File: config.mk
export PLATFORM = sky130hd
export DESIGN_NAME = cpw_core
export DESIGN_NICKNAME = d
export VERILOG_FILES = /design/src/design/cpw_pkg.sv /design/src/design/cpw_core.sv
export SDC_FILE = /design/constraint.sdc
export NUM_CORES = 1
export LEC_CHECK = 0
export ABC_AREA = 1
export BUFFER_PORTS_ARGS = -buffer_cell sky130_fd_sc_hd__buf_2
export CAP_MARGIN = 40
export CORE_ASPECT_RATIO = 1.75
export CORE_MARGIN = 2
export CORE_UTILIZATION = 55
export CTS_CLUSTER_DIAMETER = 80
export DETAILED_ROUTE_END_ITERATION = 12
export GPL_TIMING_DRIVEN = 0
export PLACE_DENSITY = 0.75
export SETUP_SLACK_MARGIN = 0.1
export SYNTH_ARGS = -nofsm -noshare
export SYNTH_HDL_FRONTEND = slang
export SYNTH_SLANG_ARGS = --single-unit
File: constraint.sdc
create_clock -name ref_clk -period 2.9 [get_ports ref_clk]
set_clock_uncertainty 0.05 [all_clocks]
set_input_delay 0.29 -clock ref_clk [delete_from_list [all_inputs] [get_ports ref_clk]]
set_output_delay 0.29 -clock ref_clk [all_outputs]
set_load 0.01 [all_outputs]
File: src/design/cpw_pkg.sv
/*
 * Constants for the complementary three-phase PWM timer pair: register map,
 * field positions, reset values, mode encodings and the count-clock divider.
 * Assumes a 16-bit timer datapath reached through a plain word-addressed port.
 */
// Function
// - two channels give three complementary non-overlapping pairs
// - mode switches pins and makes counters up/down
// - six pins driven as three complementary pairs
// - period compare is limit minus one
// - combine mode field selects complementary mode
// - period match turns down, underflow turns up
// - matches occur lead, lag, lag, lead
// - compare above period gives 0/100% duty
// - compare A flag set only counting up
// - overflow flag set only on lag underflow
// - buffers copied at up period match, underflow
// - two level select bits invert pair levels
package cpw_pkg;

   localparam int          DATA_W = 16;
   localparam int          ADDR_W = 4;

   // word addresses of the register port
   localparam logic [3:0]  ADDR_START   = 4'h0;   // counter_start_reg
   localparam logic [3:0]  ADDR_TCTRL   = 4'h1;   // timer_control_reg
   localparam logic [3:0]  ADDR_FCTRL   = 4'h2;   // function_control_reg
   localparam logic [3:0]  ADDR_OCTRL   = 4'h3;   // output_control_reg
   localparam logic [3:0]  ADDR_STATUS  = 4'h4;
   localparam logic [3:0]  ADDR_LEAD    = 4'h5;   // lead_counter
   localparam logic [3:0]  ADDR_LAG     = 4'h6;   // lag_counter
   localparam logic [3:0]  ADDR_PERIOD  = 4'h7;   // period_compare
   localparam logic [3:0]  ADDR_PHCMP0  = 4'h8;   // phase1..3 compare at 8..A
   localparam logic [3:0]  ADDR_PHBUF0  = 4'hB;   // phase1..3 buffer at B..D

   // counter_start_reg fields
   localparam int          LEAD_RUN_POS = 0;
   localparam int          LAG_RUN_POS  = 1;
   // timer_control_reg fields (stored, only prescale acts here)
   localparam int          PRESCALE_LSB = 0;     // clock_prescale_sel_lo..hi
   localparam int          PRESCALE_W   = 3;
   localparam int          TCTRL_W      = 7;     // + edge_sel, clear_src_sel
   // function_control_reg fields
   localparam int          COMBINE_LSB  = 0;     // combine_mode_lo/hi
   localparam int          BUFEN_LSB    = 2;     // per-phase buffer enable
   localparam int          FCTRL_W      = 5;
   localparam logic [1:0]  COMBINE_COMPL = 2'h2;
   // output_control_reg fields
   localparam int          INV1_POS     = 0;     // level_invert_pair1
   localparam int          INV23_POS    = 1;     // level_invert_pairs23
   localparam logic [1:0]  OCTRL_RESET  = 2'h3;  // active-high levels
   // status fields
   localparam int          CMPA_FLAG_POS = 0;    // compare_a_flag
   localparam int          OVF_FLAG_POS  = 1;    // overflow_flag
   localparam int          DOWN_POS      = 2;    // read-only direction

   localparam logic [15:0] CMP_RESET    = 16'hFFFF;
   localparam logic [15:0] CNT_RESET    = 16'h0000;
   localparam logic [15:0] CNT_ALL1     = 16'hFFFF;
   localparam int          NPHASE       = 3;

   // prescale select n divides ref_clk by 2**n, select above 3 stops the clock
   localparam int          MAX_PRESCALE = 3;
   localparam int          DIV_W        = 3;

   typedef enum logic [0:0] {
      CPW_UP   = 1'b0,
      CPW_DOWN = 1'b1
   } cpw_dir_t;

endpackage : cpw_pkg

File: src/design/cpw_core.sv
/*
 * Complementary three-phase PWM: lead and lag up/down counters, period and
 * phase compares with turn-around buffering, flags and six output pins.
 * Assumes a one-cycle register port (read data one cycle after the strobe)
 * and a single 125 MHz ref_clk with synchronous active-low reset.
 */
`timescale 1ns/10ps
module cpw_core #(
   parameter int NPH = cpw_pkg::NPHASE
) (
   // clock and reset
   input  wire logic                       ref_clk,
   input  wire logic                       rstn,
   // register port
   input  wire logic [cpw_pkg::ADDR_W-1:0] regAddr,
   input  wire logic [cpw_pkg::DATA_W-1:0] regWdata,
   input  wire logic                       regWr,
   input  wire logic                       regRd,
   output logic      [cpw_pkg::DATA_W-1:0] regRdata,
   // pwm pins
   output logic                            phase1Out,
   output logic                            phase1OutN,
   output logic                            phase2Out,
   output logic                            phase2OutN,
   output logic                            phase3Out,
   output logic                            phase3OutN,
   output logic                            pwmPinSel,
   // status to the surrounding timer
   output logic                            cmpAFlag,
   output logic                            ovfFlag,
   output logic                            countDown
);
   import cpw_pkg::*;

   typedef struct packed {
      logic [1:0]                  run;
      logic [TCTRL_W-1:0]          tctrl;
      logic [FCTRL_W-1:0]          fctrl;
      logic [1:0]                  octrl;
      logic                        cmpAFlag;
      logic                        ovfFlag;
      cpw_dir_t                    dir;
      logic [DATA_W-1:0]           lead;
      logic [DATA_W-1:0]           lag;
      logic [DATA_W-1:0]           period;
      logic [NPH-1:0][DATA_W-1:0]  phCmp;
      logic [NPH-1:0][DATA_W-1:0]  phBuf;
      logic [NPH-1:0]              posRaw;
      logic [NPH-1:0]              negRaw;
      logic [DIV_W-1:0]            div;
      logic [DATA_W-1:0]           rdata;
   } cpw_state_t;

   cpw_state_t state_ff;
   cpw_state_t nxt_state;

   logic                    modeOn;
   logic                    tick;
   logic                    running;
   logic                    periodMatch;
   logic                    lagUnder;
   logic [PRESCALE_W-1:0]   psel;
   logic [DIV_W-1:0]        divMask;
   logic [NPH-1:0]          pinPos;
   logic [NPH-1:0]          pinNeg;
   logic [NPH-1:0]          invSel;

   ////////////////////////////////////////////////////////////////////////////
   // count clock and turn-around events

   assign modeOn  = state_ff.fctrl[COMBINE_LSB +: 2] == COMBINE_COMPL;
   assign psel    = state_ff.tctrl[PRESCALE_LSB +: PRESCALE_W];
   assign divMask = DIV_W'((1 << psel) - 1);
   // external clock sources are not wired to this block, so they stop counting
   assign tick    = (int'(psel) <= MAX_PRESCALE) && ((state_ff.div & divMask) == '0);
   // both run bits needed: the pair only makes sense counting in lock step
   assign running = modeOn && (&state_ff.run) && tick;

   // match is taken as the counter leaves the matching value
   assign periodMatch = running && state_ff.dir == CPW_UP
                        && state_ff.lead == state_ff.period;
   assign lagUnder    = running && state_ff.dir == CPW_DOWN
                        && state_ff.lag == CNT_RESET;

   ////////////////////////////////////////////////////////////////////////////
   // next state

   always_comb begin
      nxt_state = state_ff;
      nxt_state.rdata = '0;
      nxt_state.div = state_ff.div + DIV_W'(1);

      // counters: overshoot one past period, undershoot one below zero
      if (running) begin
         if (state_ff.dir == CPW_UP) begin
            nxt_state.lead = state_ff.lead + DATA_W'(1);
            nxt_state.lag  = state_ff.lag + DATA_W'(1);
         end else begin
            nxt_state.lead = state_ff.lead - DATA_W'(1);
            nxt_state.lag  = state_ff.lag - DATA_W'(1);
         end
      end
      if (periodMatch) begin
         nxt_state.dir = CPW_DOWN;
      end
      if (lagUnder) begin
         nxt_state.dir = CPW_UP;
      end

      // per-phase edges: up lead, up lag, down lag, down lead
      for (int p = 0; p < NPH; p++) begin
         if (running && state_ff.dir == CPW_UP) begin
            if (state_ff.lead == state_ff.phCmp[p]) begin
               nxt_state.negRaw[p] = 1'b0;
            end
            // undershoot value is no count: an all-ones compare would overlap the pair
            if (state_ff.lag == state_ff.phCmp[p] && state_ff.lag != CNT_ALL1) begin
               nxt_state.posRaw[p] = 1'b1;
            end
         end else if (running) begin
            if (state_ff.lag == state_ff.phCmp[p]) begin
               nxt_state.posRaw[p] = 1'b0;
            end
            if (state_ff.lead == state_ff.phCmp[p]) begin
               nxt_state.negRaw[p] = 1'b1;
            end
         end
         // compare above period+1 never matches, so the pair holds still
         if ((periodMatch || lagUnder) && state_ff.fctrl[BUFEN_LSB + p]) begin
            nxt_state.phCmp[p] = state_ff.phBuf[p];
         end
      end

      // out of the mode the pair rests with positive off, negated on
      if (!modeOn) begin
         nxt_state.posRaw = '0;
         nxt_state.negRaw = '1;
         nxt_state.dir    = CPW_UP;
      end

      // sticky flags, set wins over a clear in the same cycle
      if (regWr && regAddr == ADDR_STATUS) begin
         if (!regWdata[CMPA_FLAG_POS]) begin
            nxt_state.cmpAFlag = 1'b0;
         end
         if (!regWdata[OVF_FLAG_POS]) begin
            nxt_state.ovfFlag = 1'b0;
         end
      end
      if (periodMatch) begin
         nxt_state.cmpAFlag = 1'b1;
      end
      if (lagUnder) begin
         nxt_state.ovfFlag = 1'b1;
      end

      // register writes; a software write beats the counter update
      if (regWr) begin
         case (regAddr)
            ADDR_START:  nxt_state.run    = regWdata[1:0];
            ADDR_TCTRL:  nxt_state.tctrl  = regWdata[TCTRL_W-1:0];
            ADDR_FCTRL:  nxt_state.fctrl  = regWdata[FCTRL_W-1:0];
            ADDR_OCTRL:  nxt_state.octrl  = regWdata[1:0];
            ADDR_LEAD:   nxt_state.lead   = regWdata;
            ADDR_LAG:    nxt_state.lag    = regWdata;
            ADDR_PERIOD: nxt_state.period = regWdata;
            default: begin
               for (int p = 0; p < NPH; p++) begin
                  if (regAddr == ADDR_PHCMP0 + ADDR_W'(p)) begin
                     nxt_state.phCmp[p] = regWdata;
                  end
                  if (regAddr == ADDR_PHBUF0 + ADDR_W'(p)) begin
                     nxt_state.phBuf[p] = regWdata;
                  end
               end
            end
         endcase
      end

      // read data, unmapped words read zero
      if (regRd) begin
         case (regAddr)
            ADDR_START:  nxt_state.rdata = DATA_W'(state_ff.run);
            ADDR_TCTRL:  nxt_state.rdata = DATA_W'(state_ff.tctrl);
            ADDR_FCTRL:  nxt_state.rdata = DATA_W'(state_ff.fctrl);
            ADDR_OCTRL:  nxt_state.rdata = DATA_W'(state_ff.octrl);
            ADDR_STATUS: nxt_state.rdata = DATA_W'({state_ff.dir, state_ff.ovfFlag, state_ff.cmpAFlag});
            ADDR_LEAD:   nxt_state.rdata = state_ff.lead;
            ADDR_LAG:    nxt_state.rdata = state_ff.lag;
            ADDR_PERIOD: nxt_state.rdata = state_ff.period;
            default: begin
               for (int p = 0; p < NPH; p++) begin
                  if (regAddr == ADDR_PHCMP0 + ADDR_W'(p)) begin
                     nxt_state.rdata = state_ff.phCmp[p];
                  end
                  if (regAddr == ADDR_PHBUF0 + ADDR_W'(p)) begin
                     nxt_state.rdata = state_ff.phBuf[p];
                  end
               end
            end
         endcase
      end
   end

   ////////////////////////////////////////////////////////////////////////////
   // state register

   always_ff @(posedge ref_clk) begin
      if (!rstn) begin
         state_ff.run      <= '0;
         state_ff.tctrl    <= '0;
         state_ff.fctrl    <= '0;
         state_ff.octrl    <= OCTRL_RESET;
         state_ff.cmpAFlag <= 1'b0;
         state_ff.ovfFlag  <= 1'b0;
         state_ff.dir      <= CPW_UP;
         state_ff.lead     <= CNT_RESET;
         state_ff.lag      <= CNT_RESET;
         state_ff.period   <= CMP_RESET;
         state_ff.phCmp    <= {NPH{CMP_RESET}};
         state_ff.phBuf    <= {NPH{CMP_RESET}};
         state_ff.posRaw   <= '0;
         state_ff.negRaw   <= '1;
         state_ff.div      <= '0;
         state_ff.rdata    <= '0;
      end else begin
         state_ff <= nxt_state;
      end
   end

   ////////////////////////////////////////////////////////////////////////////
   // pins: level select clear means active-low pair

   always_comb begin
      for (int p = 0; p < NPH; p++) begin
         invSel[p] = (p == 0) ? state_ff.octrl[INV1_POS] : state_ff.octrl[INV23_POS];
         pinPos[p] = invSel[p] ? state_ff.posRaw[p] : ~state_ff.posRaw[p];
         pinNeg[p] = invSel[p] ? state_ff.negRaw[p] : ~state_ff.negRaw[p];
      end
   end

   assign phase1Out  = pinPos[0];
   assign phase1OutN = pinNeg[0];
   assign phase2Out  = pinPos[1];
   assign phase2OutN = pinNeg[1];
   assign phase3Out  = pinPos[2];
   assign phase3OutN = pinNeg[2];
   assign pwmPinSel  = modeOn;
   assign regRdata   = state_ff.rdata;
   assign cmpAFlag   = state_ff.cmpAFlag;
   assign ovfFlag    = state_ff.ovfFlag;
   assign countDown  = state_ff.dir == CPW_DOWN;

endmodule : cpw_core

==> results of run 1 <==
## power by group
group          total [mW]  switching [mW]  internal, mW
registers            2.68          0.0417          2.64
clock network        2.24            1.03          1.21
logic               0.604           0.416         0.188
total                5.52            1.49          4.03
## worst paths after layout
kind,startpoint,to,slack (ns),cells past startpoint
hold / removal,regWdata[6],state_ff[127],0.13,3
setup reg to reg,countDown,state_ff[159],0.29,8
setup / recovery,countDown,state_ff[159],0.29,8
hold reg to reg,state_ff[16],state_ff[16],0.40,1
## cell type report
type | instances | area [um^2] | area share
plain buffers | 122 | 658 | 0.0487
clock buffers | 22 | 464 | 0.0344
clock inverters | 7 | 68.8 | 0.00510
inverters | 263 | 992 | 0.0735
multi-input cells | 1312 | 6960 | 0.516
flip-flops and latches | 188 | 3770 | 0.279
well taps | 296 | 370 | 0.0274
repair buffers | 42 | 220 | 0.0163
## registers in the layout, indices dropped and copies added, names as in the netlist
register / cells
countDown: 1
ovfFlag: 1
psel: 3
cmpAFlag: 1
regRdata: 16
state_ff: 164
invSel: 2
## critical path, delay by kind of cell, from the launching register on
family	cells	cell delay, ns
AO/OA/AOI/OAI	2	0.18
XOR/XNOR	1	0.36
flip-flops	1	0.64
AND/OR/NAND/NOR	3	0.48
adder cells (fa/ha/maj)	1	0.59
buffers and inverters	1	0.17
## kinds of logic (layout without fill, tap and decap cells)
kind of cell / after synthesis / count (layout)
AOI/OAI and AO/OA: 429 / 429
xor gates and xnor gates: 87 / 87
adders and majority gates: 32 / 32
buffers and inverters: 385 / 456
DFF: 188 / 188
and+or+nand+nor: 764 / 764
## routing by layer
metal,global-route usage,vias up,wire length [um]
li1,-,6260,-
met1,0.419,5895,16800
met2,0.687,580,22800
met3,0.0596,218,2810
met4,0.368,0,4900
met5,0,-,0
## placed cells by master, fill, tap and decap left out, types with 9 or more instances in the layout
| cell | count |
|---|---|
| sky130_fd_sc_hd__a21oi_1 | 184 |
| sky130_fd_sc_hd__buf_2 | 82 |
| sky130_fd_sc_hd__buf_4 | 24 |
| sky130_fd_sc_hd__clkbuf_1 | 53 |
| sky130_fd_sc_hd__clkbuf_16 | 17 |
| sky130_fd_sc_hd__dfxtp_1 | 187 |
| sky130_fd_sc_hd__ha_1 | 30 |
| sky130_fd_sc_hd__inv_1 | 256 |
| sky130_fd_sc_hd__nand2_1 | 368 |
| sky130_fd_sc_hd__nand3_1 | 138 |
| sky130_fd_sc_hd__nand3_2 | 22 |
| sky130_fd_sc_hd__nand4_1 | 21 |
| sky130_fd_sc_hd__nor2_1 | 142 |
| sky130_fd_sc_hd__nor3_1 | 29 |
| sky130_fd_sc_hd__nor4_1 | 9 |
| sky130_fd_sc_hd__o211ai_1 | 26 |
| sky130_fd_sc_hd__o21ai_0 | 154 |
| sky130_fd_sc_hd__o22ai_1 | 29 |
| sky130_fd_sc_hd__xnor2_1 | 53 |
| sky130_fd_sc_hd__xor2_1 | 34 |
## stage by stage
| stage | total power, mW | setup WS (ns) | util | area, um^2 | setup TNS, ns |
|---|---|---|---|---|---|
| final | 5.52 | 0.294 | 0.612 | 13500 | 0 |
| after global routing | 5.65 | 0.163 | 0.612 | 13500 | 0 |
| after CTS | 5.50 | 0.271 | 0.612 | 13500 | 0 |
| after detailed placement | 3.32 | 0.0271 | 0.588 | 13000 | 0 |
| after global placement | 3.31 | -0.502 | 0.587 | 13000 | -3.73 |
| after floorplan | 3.10 | 0.298 | - | 12400 | 0 |
==> metrics list, run 1 <==
* Final Slew Violations: 0
* Count of antenna diodes in the layout: 0
- Dividing total power by cell area gives a power density of 409 nW/um^2.
* Post-Synthesis Net Count: 1941
* Clk sink count: 188
* Share of the cycle needed by the critical path after routing: 0.899
* Sequential cell area fraction in the yosys report: 0.304
* Vias: 13.0k
- Async SR Flop Fraction: 0
- After filler insertion, the fill cell instance count of the layout stands at 2216.
- Largest net degree at the start of global routing: 34
- Post-route non-filler standard cell count: 2252
* Global-route congestion overflow total: 0
- Average cell area after synthesis: 6.57 um^2
* Number of hold buffers added after cts: 0
* Number of search-and-repair iterations in the first detailed-routing pass: 7
- Post-synthesis register bit count: 188
* First-pass GRT wire length: 71.8 mm
* Synth Area in Compound Gates: 0.189
- Using the TritonRoute via totals, the vias-per-cell ratio works out to 5.75.
- RSZ-0062 raised after global routing: no
* Top cells by area in the synthesized netlist: sky130_fd_sc_hd__dfxtp_1 30%, sky130_fd_sc_hd__nand2_1 11%, sky130_fd_sc_hd__inv_1 7.8%
- During placement, the flow inserted port buffers numbering 41.
* Synthesized cell area: 12400 um^2
- The die is 202 um tall.
* Maximum buffer depth of the clock tree: 2
- Buffers added to address setup during post-CTS repair amount to 0.
- Floorplan die area: 23800 um^2
- After clock tree synthesis, the clock-pin slew on the worst setup and hold paths is 0.07 ns.
* Overall die width: 117 um
- The clock tree synthesis step divided the H-tree into 4 levels.
* Crit-path slowest cell: sky130_fd_sc_hd__dfxtp_4
- Of the total synthesized cell area, the portion taken by XOR and XNOR cells is 0.0616.
- The root buffer cell chosen for the clock tree is sky130_fd_sc_hd__clkbuf_16.
* Arithmetic-cell share of the synthesized area counting full adders, half adders and majority gates: 0.0336
- Traced cell by cell, the critical path runs through inv_4 > fa_1 > nor3_1 > nor2_1 > xor2_1 > o21ai_0 > nand2_1 > a21oi_1.
* Highest Clock Rate: 384 MHz
* HPWL Detailed: 38.3 mm
- Result of the run: finished clean
- The count of endpoints failing hold in the final timing report came to 0.
- I/O pin count: 50
- Counting flops with a built-in enable in the synthesized netlist gives 0.
* Crit path arrival time: 2.89 ns
* Most common library cells after synthesis: 368 x sky130_fd_sc_hd__nand2_1, 256 x sky130_fd_sc_hd__inv_1, 188 x sky130_fd_sc_hd__dfxtp_1
- Distinct cell type count after synthesis: 44
- Vias in the first global route: 12.8k
- Initial antenna violation count: 1
- Multiplexer area fraction after synthesis: 0
- Once detail routing completed, the nets flagged for antenna violations numbered 0.
- The most common cell in the synthesized netlist is sky130_fd_sc_hd__nand2_1.
- VDD sags by at most 0.000567 V.
- Placed Cells: 2223
* Required time of the critical path: 3.19 ns
- Counting I/O delays and the setup requirement, the final critical path takes 2.61 ns.
- Critical path endpoint category: flip-flop
* Warnings from Yosys: 0
- Kind of path behind the tightest hold check: in2reg
* Cells after synthesis: 1885
* Most used flip-flop cell after synthesis: sky130_fd_sc_hd__dfxtp_1
* Final-layout worst hold slack: 0.133 ns
- Worst path max stage delay: 0.64 ns
- Type of origin of the critical path: flip-flop
- The analysis attributes to cell leakage a power of 6.81 nW.
- After detailed routing, the number of remaining DRC violations is 0.
- Setup violations remaining at the end of the flow were counted as 0.
- TritonCTS built the clock tree.
- Post-CTS sizing: 1
* Largest fanout of any net on the critical path: 33
* Fraction of layout instances using a drive strength above 1: 0.101
* Area fraction in and, or, nand and nor cells after synthesis: 0.278
- The floorplan has 72 rows.
* Num CTS Buffers: 17
* Initial DRC count: 1080
- Detailed Route WL: 47.3 mm
* Initial standard-cell utilization of the core: 0.561
* Combinational family with the most area after synthesis: simple AND/OR/NAND/NOR gates
- Number of nets in the finished design: 2002
- Weighted congestion reported at the end of routability-driven placement: 1.04
- Total core area: 22100 um^2
* Synth top area share: 0.304
* Cell type with the highest aggregate area in the netlist: sky130_fd_sc_hd__dfxtp_1
- # Max-Cap Violations: 0
* Area growth from synthesis to layout: 9.11%
- Measured slew at the worst slew-check pin: 0.929 ns
- Average wire per standard cell: 21.0 um
* Global-route total usage across every layer: 0.400
- The worst pin sits at a relative slew slack of 0.381.
- Later-pin clock latency in the skew report: 0.47 ns
- Kind of critical path: reg2reg
(Power assumes the default switching activity.)
==> inputs of run 2 (changes only) <==
--- a/config.mk
+++ b/config.mk
@@ -13,7 +13,6 @@
 export CORE_UTILIZATION = 55
 export CTS_CLUSTER_DIAMETER = 80
 export DETAILED_ROUTE_END_ITERATION = 12
-export GPL_TIMING_DRIVEN = 0
 export PLACE_DENSITY = 0.75
 export SETUP_SLACK_MARGIN = 0.1
 export SYNTH_ARGS = -nofsm -noshare
==> constraint.sdc (replaced) <==
create_clock -name ref_clk -period 2.8 [get_ports ref_clk]
set_clock_uncertainty 0.05 [all_clocks]
set_input_delay 0.28 -clock ref_clk [delete_from_list [all_inputs] [get_ports ref_clk]]
set_output_delay 0.28 -clock ref_clk [all_outputs]
set_load 0.01 [all_outputs]
==> run 2 against run 1 <==
Critical path depth increased by 7; hold slack lost 0.012 ns; utilization decreased by 0.93 points; sequential power rose by 4%; register-to-register slack gained 0.09 ns; critical endpoint is now state_ff[80]; sequential cell count unchanged; sequential share of layout area is 0.40 points higher; power grew 7.3%; clock power increased by 15%; cell count fell by 3.2%; die area unchanged; via count fell by 1.6%.
==> metrics list, run 2 (same netlist as run 1, synthesis figures left out) <==
* Result of the run: finished clean
- The library cells used most frequently in the layout, excluding fill and tap cells, are 368 x sky130_fd_sc_hd__nand2_1, 256 x sky130_fd_sc_hd__inv_1, 188 x sky130_fd_sc_hd__dfxtp_1.
- LEAKAGE: 6.69 nW (-1.8%)
* Post-CTS setup buffers: 0 (unchanged)
- Clock root cell: sky130_fd_sc_hd__clkbuf_16
* HPWL Detailed: 31.6 mm (-17%)
* Initial standard-cell utilization of the core: 0.561 (unchanged)
- Via density per instance: 5.85 (+1.6%)
- Setup repair after global routing left no endpoint under its margin.
- Largest fanout of any net on the critical path: 35 (+6.1%)
* Quantity of I/O buffers inserted on ports: 49 (+20%)
* Total core area: 22100 um^2 (unchanged)
- The maximum clock path buffer count was 2 (unchanged).
- STA classifies the critical path endpoint as a flip-flop.
* Largest net degree at the start of global routing: 87 (+160%)
- The post-route DRC violation count came to 0 (unchanged).
- Final critical delay including setup and external delays: 2.42 ns (-0.186 ns)
- The routed wire length per instance came to 19.5 um (-7.1%).
- Later-pin clock latency in the skew report: 0.46 ns (about the same)
- The worst slew slack as a fraction of its limit came to 0.359 (-0.0211).
* First-pass GRT wire length: 65.3 mm (-9.1%)
- Num CTS Buffers: 17 (unchanged)
- DIE HEIGHT: 202 um (unchanged)
- The slew of the pin with the lowest slew margin came to 0.961 ns (+0.0317 ns).
* Initial DRC count: 988 (-8.5%)
* Crit path arrival time: 2.72 ns (-0.17 ns)
- The worst hold slack was 0.120 ns (-0.0125 ns).
- The achievable frequency was 413 MHz (+7.7%).
- Commonest non-fill, non-tap cell in the layout: sky130_fd_sc_hd__nand2_1
* Accumulated negative setup slack: 0 ns (unchanged)
* Required time of the critical path: 3.10 ns (-0.09 ns)
- In this run the worst hold path is classified as in2reg.
- The end-of-flow core utilization is 0.603 (-0.00930).
- CTS tree: done
- Share of the cycle needed by the critical path after routing: 0.864 (-0.0342)
- Number of nets in the finished design: 1929 (-3.6%)
- Fillers: 2256 (+1.8%)
- Initial antenna violation count: 0 (-1)
- The count of nets left with antenna violations after detail routing came to 0 (unchanged).
* IR Drop Worst-Case VDD: 0.000571 V (+0.70%)
- The clock edge transition at the registers on the reported setup and hold paths is 0.07 ns (about the same).
* Global-route total usage across every layer: 0.354 (-0.0467)
- Type of origin of the critical path: flip-flop
- Number of search-and-repair iterations in the first detailed-routing pass: 8 (+1)
- Overall die width: 117 um (unchanged)
- Number of hold buffers added after cts: 0 (unchanged)
* Global-route congestion overflow total: 0 (unchanged)
- Cell Pwr Density: 446 nW/um^2 (+9.0%)
* Floorplan die area: 23800 um^2 (unchanged)
- The max-slew violation total from the final report was 0 (unchanged).
- More flip-flops sit in one register than any other, and that register is state_ff.
* Fraction of layout instances using a drive strength above 1: 0.0950 (-0.00576)
- Clk sink count: 188 (unchanged)
- The count of maximum capacitance violations came to 0 (unchanged).
* I/O pin count: 50 (unchanged)
- Largest register FFs: 164 (unchanged)
- # H-tree levels: 4 (unchanged)
- The total via count in the routed design came to 12.8k (-1.6%).
* Kind of critical path: reg2reg
* Count of endpoints failing hold in the final timing report: 0 (unchanged)
- The number of global-route vias before repair is 12.1k (-5.7%).
- Number of standard-cell rows in the floorplan: 72 (unchanged)
* Area growth from synthesis to layout: 7.45%
- The number of cells upsized or downsized after cts came to 0 (-1).
* Weighted congestion reported at the end of routability-driven placement: 0.989 (-4.9%)
* Detailed Route WL: 42.5 mm (-10%)
- The final count of negative-setup-slack endpoints came to 0 (unchanged).
- The number of diodes added for antenna fixing is 0 (unchanged).
==> run 2: area by class of cell <==
type	count	area, um^2	share of cell area
multi-input combinational	1312	6970	0.524
timing repair buffer	91	598	0.0450
sequential	188	3760	0.283
clock buffer	21	470	0.0354
inverter	263	992	0.0746
clock inverter	10	139	0.0104
tap	296	370	0.0278
==> run 2: where the power goes <==
| group | internal (mW) | switching (mW) |
|---|---|---|
| clock network | 1.47 | 1.11 |
| registers | 2.73 | 0.0573 |
| logic | 0.183 | 0.379 |
| total | 4.38 | 1.54 |
==> run 2: worst paths after layout <==
check / from / to / slack, ns / depth (start not counted)
hold / removal: regWr / state_ff[176] / 0.12 / 3
setup reg to reg: psel[2] / state_ff[80] / 0.38 / 15
hold reg to reg: state_ff[185] / state_ff[185] / 0.41 / 2
setup / recovery: psel[2] / state_ff[80] / 0.38 / 15
==> run 2: through the flow <==
| stage | worst slack, ns | cell area (um^2) | instances | power (mW) |
|---|---|---|---|---|
| final | 0.380 | 13300 | 2181 | 5.93 |
| after global routing | 0.181 | 13300 | 2181 | 6.10 |
| after CTS | 0.408 | 13300 | 2181 | 5.93 |
| after detailed placement | 0.413 | 12700 | 2150 | 3.39 |
| after global placement | 0.460 | 12700 | 2150 | 3.38 |
| after floorplan | 0.198 | 12400 | 1885 | 3.21 |
==> run 2: routing by layer <==
metal | wire length [um] | GRT usage | vias to the layer above | part of all wire
met5 | 0 | 0 | - | 0
met4 | 3000 | 0.243 | 0 | 0.070
met3 | 3150 | 0.0556 | 163 | 0.074
met2 | 20400 | 0.595 | 631 | 0.48
met1 | 15900 | 0.412 | 5844 | 0.37
li1 | - | - | 6112 | -
==> run 2: critical path, cell delays in order, from the launching register on <==
cell	delay, ns
sky130_fd_sc_hd__dfxtp_1	0.33
sky130_fd_sc_hd__nor2_2	0.19
sky130_fd_sc_hd__nand2_1	0.08
sky130_fd_sc_hd__ha_1	0.27
sky130_fd_sc_hd__inv_1	0.04
sky130_fd_sc_hd__nand2_1	0.06
sky130_fd_sc_hd__nand3_2	0.09
sky130_fd_sc_hd__nor2_4	0.11
sky130_fd_sc_hd__nand2_4	0.08
sky130_fd_sc_hd__nor2_4	0.12
sky130_fd_sc_hd__nand2_4	0.09
sky130_fd_sc_hd__nand2_8	0.26
sky130_fd_sc_hd__buf_4	0.25
sky130_fd_sc_hd__nand3_2	0.07
sky130_fd_sc_hd__nand3_1	0.12
sky130_fd_sc_hd__nand2_1	0.06
